[config.mk]
export PLATFORM = sky130hd
export DESIGN_NAME = pcss_strobes
export DESIGN_NICKNAME = d
export VERILOG_FILES = /design/src/hw/pcss_pkg.sv /design/src/hw/pcss_strobes.sv
export VERILOG_INCLUDE_DIRS = /design/src /design/src/hw
export SDC_FILE = /design/constraint.sdc
export NUM_CORES = 1
export LEC_CHECK = 0
export ABC_AREA = 1
export ABC_CLOCK_PERIOD_IN_PS = 1700
export BUFFER_PORTS_ARGS = -buffer_cell sky130_fd_sc_hd__clkbuf_2
export CORE_UTILIZATION = 51
export DETAILED_ROUTE_END_ITERATION = 12
export PLACE_DENSITY = 0.84
export SLEW_MARGIN = 5
export SYNTH_ARGS = -nofsm -noshare
export SYNTH_HDL_FRONTEND = slang
export SYNTH_SLANG_ARGS = --single-unit
[constraint.sdc]
create_clock -name clk -period 1.7 [get_ports clk]
set_clock_uncertainty 0.15 [all_clocks]
set_input_delay 0.085 -clock clk [delete_from_list [all_inputs] [get_ports clk]]
set_output_delay 0.085 -clock clk [all_outputs]
set_load 0.1 [all_outputs]
[src/hw/pcss_map.svh]
// Constants for the PC Card socket strobe generator.
// Function
// RULE_01: Attribute select stays high for every common memory access.
// RULE_02: I/O cards ignore I/O strobes while attribute select is inactive.
// RULE_03: Attribute select low with write or output enable reaches attribute memory.
// RULE_04: Attribute select low with I/O read or write reaches card I/O ports.
// RULE_05: One attribute select and one output enable serve all sockets.
// RULE_06: Output enable goes low to gate memory read data from the card.
// RULE_07: Transceiver direction is high for reads, low for writes, both bytes.
// RULE_08: Transceiver direction resets to the write direction, low.
// RULE_09: Transceiver direction steers only the card-socket transceivers, not IDE.
// RULE_10: A socket's chip enables are driven only while that socket is enabled.
// RULE_11: First chip enable picks the even byte, second the odd byte.
// RULE_12: Each socket's write enable gates write data into memory cards.
// RULE_13: The write enable pin doubles as the program strobe.
// RULE_14: Ready input means ready/busy on memory cards, interrupt on I/O cards.
// RULE_15: A memory card holds ready low while finishing a previous write.
// RULE_16: A memory card drives ready high when it accepts a new command.
// RULE_17: An I/O card asserts its interrupt line when it needs service.
// RULE_18: An I/O card holds the interrupt line inactive when nothing pends.
// RULE_19: Each socket's ready/interrupt level is readable in its status word.
// RULE_20: I/O read and write strobes with attribute select gate I/O data.
// RULE_21: Chip enables of at most one socket are active in any cycle.
`ifndef PCSS_MAP_SVH
`define PCSS_MAP_SVH
`define PCSS_SOCKETS 4
`define PCSS_SETUP_CYC 2
`define PCSS_STROBE_CYC 4
`define PCSS_HOLD_CYC 2
`define PCSS_CNT_W 4
`define PCSS_XCVR_RST 1'b0
`endif

[src/hw/pcss_pkg.sv]
// Types for the PC Card socket strobe generator.
package pcss_pkg;
    typedef enum logic [1:0] {
        PCSS_MEM = 2'b00,
        PCSS_ATTR = 2'b01,
        PCSS_IO = 2'b10
    } pcss_space_e;
    typedef enum logic [1:0] {
        PCSS_IDLE = 2'b00,
        PCSS_SETUP = 2'b01,
        PCSS_STROBE = 2'b10,
        PCSS_HOLD = 2'b11
    } pcss_state_e;
endpackage

[src/hw/pcss_strobes.sv]
// Card-side strobe sequencer for up to four PC Card sockets.
`timescale 1ns/10ps
`include "pcss_map.svh"
module pcss_strobes #(
    parameter int SOCKETS = `PCSS_SOCKETS,
    parameter int SETUP_CYC = `PCSS_SETUP_CYC,
    parameter int STROBE_CYC = `PCSS_STROBE_CYC,
    parameter int HOLD_CYC = `PCSS_HOLD_CYC
) (
    input wire logic clk,
    input wire logic sys_rst,
    input wire logic req_valid,
    output logic req_ready,
    input wire logic [1:0] req_socket,
    input wire logic [1:0] req_space,
    input wire logic req_write,
    input wire logic req_even,
    input wire logic req_odd,
    input wire logic [SOCKETS-1:0] sock_enable,
    input wire logic [SOCKETS-1:0] sock_is_io,
    output logic done,
    output logic sock_a_attr_select_n,
    output logic card_output_enable_n,
    output logic card_io_read_n,
    output logic card_io_write_n,
    output logic xcvr_direction,
    output logic [SOCKETS-1:0] even_byte_select_n,
    output logic [SOCKETS-1:0] odd_byte_select_n,
    output logic [SOCKETS-1:0] card_program_strobe_n,
    input wire logic [SOCKETS-1:0] card_ready_n_busy,
    output logic [SOCKETS-1:0] ready_level,
    output logic [SOCKETS-1:0] mem_card_ready,
    output logic [SOCKETS-1:0] io_card_irq
);
    typedef struct packed {
        pcss_pkg::pcss_state_e state;
        logic [`PCSS_CNT_W-1:0] cnt;
        logic [1:0] sock;
        pcss_pkg::pcss_space_e space;
        logic write;
        logic even;
        logic odd;
        logic done;
        logic attr_n;
        logic oe_n;
        logic card_io_read_n_n;
        logic card_io_write_n_n;
        logic dir;
        logic [SOCKETS-1:0] ce1_n;
        logic [SOCKETS-1:0] ce2_n;
        logic [SOCKETS-1:0] we_n;
        logic [SOCKETS-1:0] rdy_s1;
        logic [SOCKETS-1:0] rdy_s2;
    } pcss_state_s;

    pcss_state_s r;
    pcss_state_s next_r;

    localparam logic [`PCSS_CNT_W-1:0] SETUP_N = `PCSS_CNT_W'(SETUP_CYC - 1);
    localparam logic [`PCSS_CNT_W-1:0] STROBE_N = `PCSS_CNT_W'(STROBE_CYC - 1);
    localparam logic [`PCSS_CNT_W-1:0] HOLD_N = `PCSS_CNT_W'(HOLD_CYC - 1);

    // One-hot active-low select for the addressed socket only.
    function automatic logic [SOCKETS-1:0] sock_sel_n(input logic [1:0] s, input logic en);
        logic [SOCKETS-1:0] v;
        v = '1;
        if (en) begin
            v[s] = 1'b0;
        end
        return v;
    endfunction

    always_comb begin
        next_r = r;
        next_r.done = 1'b0;
        next_r.rdy_s1 = card_ready_n_busy;
        next_r.rdy_s2 = r.rdy_s1;
        unique case (r.state)
            pcss_pkg::PCSS_IDLE: begin
                if (req_valid) begin
                    next_r.sock = req_socket;
                    next_r.space = pcss_pkg::pcss_space_e'(req_space);
                    next_r.write = req_write;
                    next_r.even = req_even;
                    next_r.odd = req_odd;
                    next_r.cnt = SETUP_N;
                    next_r.state = pcss_pkg::PCSS_SETUP;
                    // Common memory keeps select high; attribute and I/O pull it low.
                    next_r.attr_n = (pcss_pkg::pcss_space_e'(req_space) == pcss_pkg::PCSS_MEM); // [RULE_01] [RULE_03] [RULE_04]
                    next_r.dir = ~req_write; // [RULE_07] [RULE_09]
                    // Chip enables only for an enabled socket, one socket at a time.
                    if (sock_enable[req_socket]) begin
                        next_r.ce1_n = sock_sel_n(req_socket, req_even); // [RULE_10] [RULE_11] [RULE_21]
                        next_r.ce2_n = sock_sel_n(req_socket, req_odd); // [RULE_10] [RULE_11] [RULE_21]
                    end
                end
            end
            pcss_pkg::PCSS_SETUP: begin
                next_r.cnt = r.cnt - 1'b1;
                if (r.cnt == '0) begin
                    next_r.cnt = STROBE_N;
                    next_r.state = pcss_pkg::PCSS_STROBE;
                    if (r.space == pcss_pkg::PCSS_IO) begin
                        next_r.card_io_read_n_n = r.write; // [RULE_20] [RULE_04]
                        next_r.card_io_write_n_n = ~r.write; // [RULE_20] [RULE_04]
                    end else if (r.write) begin
                        next_r.we_n = sock_sel_n(r.sock, sock_enable[r.sock]); // [RULE_12] [RULE_13]
                    end else begin
                        next_r.oe_n = 1'b0; // [RULE_06] [RULE_05]
                    end
                end
            end
            pcss_pkg::PCSS_STROBE: begin
                next_r.cnt = r.cnt - 1'b1;
                if (r.cnt == '0) begin
                    next_r.cnt = HOLD_N;
                    next_r.state = pcss_pkg::PCSS_HOLD;
                    next_r.oe_n = 1'b1;
                    next_r.card_io_read_n_n = 1'b1;
                    next_r.card_io_write_n_n = 1'b1;
                    next_r.we_n = '1;
                end
            end
            pcss_pkg::PCSS_HOLD: begin
                next_r.cnt = r.cnt - 1'b1;
                if (r.cnt == '0) begin
                    next_r.state = pcss_pkg::PCSS_IDLE;
                    next_r.ce1_n = '1;
                    next_r.ce2_n = '1;
                    next_r.attr_n = 1'b1;
                    next_r.dir = `PCSS_XCVR_RST;
                    next_r.done = 1'b1;
                end
            end
        endcase
    end

    always_ff @(posedge clk) begin
        if (sys_rst) begin
            r.state <= pcss_pkg::PCSS_IDLE;
            r.cnt <= '0;
            r.sock <= 2'h0;
            r.space <= pcss_pkg::PCSS_MEM;
            r.write <= 1'b0;
            r.even <= 1'b0;
            r.odd <= 1'b0;
            r.done <= 1'b0;
            r.attr_n <= 1'b1;
            r.oe_n <= 1'b1;
            r.card_io_read_n_n <= 1'b1;
            r.card_io_write_n_n <= 1'b1;
            r.dir <= `PCSS_XCVR_RST; // [RULE_08]
            r.ce1_n <= '1;
            r.ce2_n <= '1;
            r.we_n <= '1;
            r.rdy_s1 <= '1;
            r.rdy_s2 <= '1;
        end else begin
            r <= next_r;
        end
    end

    assign req_ready = (r.state == pcss_pkg::PCSS_IDLE);
    assign done = r.done;
    assign sock_a_attr_select_n = r.attr_n; // [RULE_05]
    assign card_output_enable_n = r.oe_n; // [RULE_05]
    assign card_io_read_n = r.card_io_read_n_n;
    assign card_io_write_n = r.card_io_write_n_n;
    assign xcvr_direction = r.dir;
    assign even_byte_select_n = r.ce1_n;
    assign odd_byte_select_n = r.ce2_n;
    assign card_program_strobe_n = r.we_n;
    assign ready_level = r.rdy_s2; // [RULE_19]

    genvar g;
    generate
        for (g = 0; g < SOCKETS; g++) begin : g_sock
            assign mem_card_ready[g] = ~sock_is_io[g] & r.rdy_s2[g]; // [RULE_14]
            assign io_card_irq[g] = sock_is_io[g] & ~r.rdy_s2[g]; // [RULE_14]
        end
    endgenerate
endmodule

* Yosys cells after proc, flatten, opt, wreduce, memory -nomap -nowiden
Index checks and enable logic that the tools add are counted.
Cells by class: bitwise logic cells 21, order comparisons 4, equality and inequality tests 13, reductions and logical operators 15, add/subtract/negate cells 1, muxes and demuxes 34
Operators with widths (count):
- $mux 4 | 7
- $pmux 6 s4 | 1
- $mux 9 | 2
- $pmux 9 s2 | 1
- $ne 2x2->1 const B | 8
- $mux 13 | 1
- $mux 6 | 2
- $reduce_and 4->1 | 3
- $not 1->1 | 11
- $reduce_and 5->1 | 2
- $and 1x1->1 | 8
- $mux 8 | 1
- $not 4->4 | 2
- $pmux 4 s2 | 1
- $mux 1 | 7
- $eq 2x2->1 const B | 3
- $lt 2x3->1 const B | 2
- $mux 2 | 3
- $mux 3 | 2
- $pmux 3 s2 | 1
- $bmux 1 s2 | 2
- $demux 1 s2 | 2
- $ge 2x1->1 const B | 2
- $logic_not 2->1 | 2
- 10 further kinds | 12
Word-level totals: input port bits 22, output and inout bits 31, flip-flop bits (word level) 39

* Depth between registers and ports, before layout
word-level depth 10, gate-level depth with buffers 9, gate-level depth less buffers 9

* Worst setup path after synthesis
No wires, ideal clock.
path kind flip-flop to output port, start register r, in the netlist ready_level[0], end output port mem_card_ready[0], arrival 1.621 ns, required time 1.465 ns, slack -0.156 ns, cell stages (with the launch flop) 3, cell sequence dfxtp_1 inv_1 nor2_1
Between the ends: word-level cells in the longest chain between the ends 1
Ends and longest elaborated chain:
- start: declaration | RTL line pcss_strobes.sv:56 | pcss_state_s r;
- start signal: assignment | RTL line pcss_strobes.sv:159 | r <= next_r;
- $and 1x1->1 | RTL line pcss_strobes.sv:178 | assign mem_card_ready[g] = ~sock_is_io[g] & r.rdy_s2[g];
- end: declaration | RTL line pcss_strobes.sv:32 | output logic [SOCKETS-1:0] mem_card_ready,
Every way passes these cells.

* Worst setup path after layout
start register r[37] in the netlist's numbering, end output port req_ready
Between the ends: word-level cells in the longest chain between the ends 1
Ends and longest elaborated chain:
- $logic_not 2->1 | RTL line pcss_strobes.sv:163 | assign req_ready = (r.state == pcss_pkg::PCSS_IDLE);
- end: declaration | RTL line pcss_strobes.sv:13 | output logic req_ready,
Every way passes these cells.

==> summary.md <==
| Metric | Value |
|---|---|
| Total Neg Setup Slack | 0 ns |
| Cell area after synthesis | 1770 sq um |
| Final Hold Viols | 0 |
| Die Y | 60.9 um |
| WP data required | 1.46 ns |
| Htree depth | 2 |
| Internal power | 0.00179 W |
| Crit path cell chain | nor2_4 > clkbuf_2 |
| Overall power | 0.00410 W |
| Maximum vdd drop | 1.02 mV |
| Share of post-route cells with drive strength above 1 | 33.2% |
| Status | complete, no violations |
| Ant. Diodes | 0 |
| DP HPWL | 2640 um |
| Seq/Total Area, Yosys | 41.9% |
| Via count | 1695 |
| Drt wl/cell | 10.5 um |
| Count of pins over their slew limit | 0 |
| Initial antenna violation count | 0 |
| Seq pwr share | 30.0% |
| Detail Route Antenna Nets | 0 |
| Clock share of power | 11.0% |
| Synth Flop Type | dfxtp_1 |
| Starting Density | 53.0% |
| Syn Area/Cell | 7.13 sq um |
| Syn. warnings | 0 |
| Commonest non-fill, non-tap cell in the layout | clkbuf_2 |
| Top Family by Delay on Critical Path | buffers and inverters |
| Largest stage delay on the critical path | 0.48 ns |
| Layout area overhead | 25.7% |
| Fillers | 296 |
| Die W | 60.9 um |
| P_leak | 1.16 nW |
| CTS root buffer | clkbuf_4 |
| Logic pwr share | 59.0% |
| Initial DRC Count | 68 |
| Hold crit path type | primary input to flip-flop |
| Cts bufs inserted | 5 |
| DP Cell Count | 328 |
| Routed wire length | 3710 um |
| CP endpoint kind | output pin |
| Worst Tran Pin Value | 0.611 ns |
| Crit path launch type | flip-flop |
| Power Density | 1840 nW/um^2 |
| Max-Cap Viols | 0 |
| Latest clock arrival within the worst-skew pair | 0.35 ns |
| Synth unique cells | 23 |
| IO Port Bufs | 52 |
| GRT Residual Overflow | 0 |
| Fin crit share | 94.7% |
| Gates resized, CTS repair | 0 |
| Syn Inst Count | 248 |
| Largest net degree at the start of global routing | 21 |
| Switch Pwr | 0.00231 W |
| Worst path slowest cell | clkbuf_2 |
| FF+latch count, synth | 37 |
| Fin cells | 353 |
| GRT Resource Usage Total | 21.9% |
| Global-route wire length before repair | 5990 um |
| RePlAce Congestion | 0.765 |
| Vias per std cell | 4.80 |
| Fin crit period | 1.61 ns |
| Worst path arrival time | 1.37 ns |
| Clock sink count | 37 |
| Buffers & Inverters on Critical Path | 1 |
| Crit path kind | flip-flop to output pin |
| Synthesized Nets | 272 |
| Sw Ratio | 56.2% |
| Core ar. | 3340 sq um |
| Std-Cell Rows | 21 |
| Final setup violation count | 0 |
| Drt drc | 0 |
| Pre-antenna DRT Iters | 4 |
| Util after Layout | 66.6% |
| TritonCTS clock tree | built |
| Max clock buf depth | 2 |
| Highest clock rate | 0.621 GHz |
| Post-synth EDFFs | 0 |
| Post-synth ARST share | 0% |
| Vias in the first global route | 1430 |
| Nets | 330 |
| Full die area | 3710 sq um |
| Max-slew headroom | 59.2% |
| Clock-pin slew on the worst setup and hold paths | 0.12 ns |
| Worst Path Max Fanout | 6 |
| RSZ-0062 raised after global routing | false |
| Most frequent cells in the layout | 52 x clkbuf_2, 45 x nand2_1, 35 x dfxtp_1 |
| Number of placed I/O pins | 53 |
cells in the mapped netlist (2+ instances only):
cell / number / area share, %
a21oi_1: 10 / 2.8
ha_1: 2 / 1.4
nand2_1: 45 / 9.5
nor2_1: 24 / 5.1
nand3_1: 29 / 8.2
dfxtp_1: 37 / 42
inv_2: 9 / 1.9
nor3_1: 2 / 0.57
nand2_2: 6 / 2.1
o21ai_1: 7 / 2.0
buf_4: 16 / 6.8
clkbuf_1: 3 / 0.64
o21ai_0: 5 / 1.4
xor2_1: 2 / 0.99
inv_1: 29 / 6.2
or2_2: 8 / 2.8
nand4_1: 8 / 2.8
state kept, by name, indices dropped and copies added (netlist names):
name and count:
done 1, card_io_write_n 1, even_byte_select_n 4, sock_a_attr_select_n 1
card_output_enable_n 1, odd_byte_select_n 4, ready_level 4, r 11
card_io_read_n 1, xcvr_direction 1, next_r 4, card_program_strobe_n 4
worst reg2reg max path, delay by kind of cell, from the launching register on:
family | cells | cell delay, ns
buffers and inverters | 2 | 0.22
DFF | 1 | 0.32
adders and majority gates | 1 | 0.15
and+or+nand+nor | 6 | 0.57
final cells by class:
class / instances / area [sq um] / share of cell area (%)
sequential: 37 / 743 / 33.4
multi-input combinational: 153 / 785 / 35.3
timing repair buffer: 71 / 440 / 19.8
clock inverter: 3 / 17.5 / 0.788
tap: 46 / 57.6 / 2.59
inverter: 38 / 143 / 6.42
clock buffer: 5 / 37.5 / 1.69
cell families after synthesis:
logic type / count (synthesis) / synth area share [%]
xor+xnor: 2 / 0.990
flops: 37 / 41.9
buf+inv: 58 / 15.8
simple gates: 124 / 32.5
fa+ha+maj: 2 / 1.41
compound gates: 25 / 7.50
power by group through the flow:
stage	combinational, W	sequential [W]	clock, W
after detailed placement	0.00233	0.00125	0
after CTS	0.00236	0.00123	0.000471
after global placement	0.00231	0.00124	0
after global routing	0.00262	0.00126	0.000507
after floorplan	0.00185	0.00149	0
final	0.00242	0.00123	0.000453
layer usage:
metal	vias up	GRT usage [%]	wire, um	share of wire, %
met1	750	27.5	1710	46
met2	51	35.5	1730	47
met3	8	5.33	211	5.7
met4	0	9.74	63	1.7
li1	886	-	-	-
met5	-	0	0	0
path summary, 6_finish.rpt:
path | startpoint | end | slack [ns] | depth (start not counted)
max reg2reg | r[33] | even_byte_select_n[1] | 0.16 | 9
min reg2reg | next_r[3] | ready_level[3] | 0.27 | 1
min | req_even | even_byte_select_n[3] | 0.004 | 6
max | r[37] | req_ready | 0.09 | 2
through the flow:
| step | hold WS [ns] | area (sq um) | setup WS, ns |
|---|---|---|---|
| 3_5_place_dp | 0.121 | 2000 | 0.132 |
| 3_3_place_gp | 0.117 | 2000 | 0.189 |
| 2_1_floorplan | 0.0388 | 1810 | 0.000129 |
| 4_1_cts | 0.000195 | 2210 | 0.0685 |
| 6_report | 0.00377 | 2220 | 0.0901 |
| 5_1_grt | 0.0402 | 2220 | 0.0160 |
what timing repair did:
action,in CTS,in global routing
setup buffers,0,2
endpoints found under the hold margin,21,0
hold buffers,15,0
setup endpoints to repair,0,7
Power figures use the tool's default switching activity.
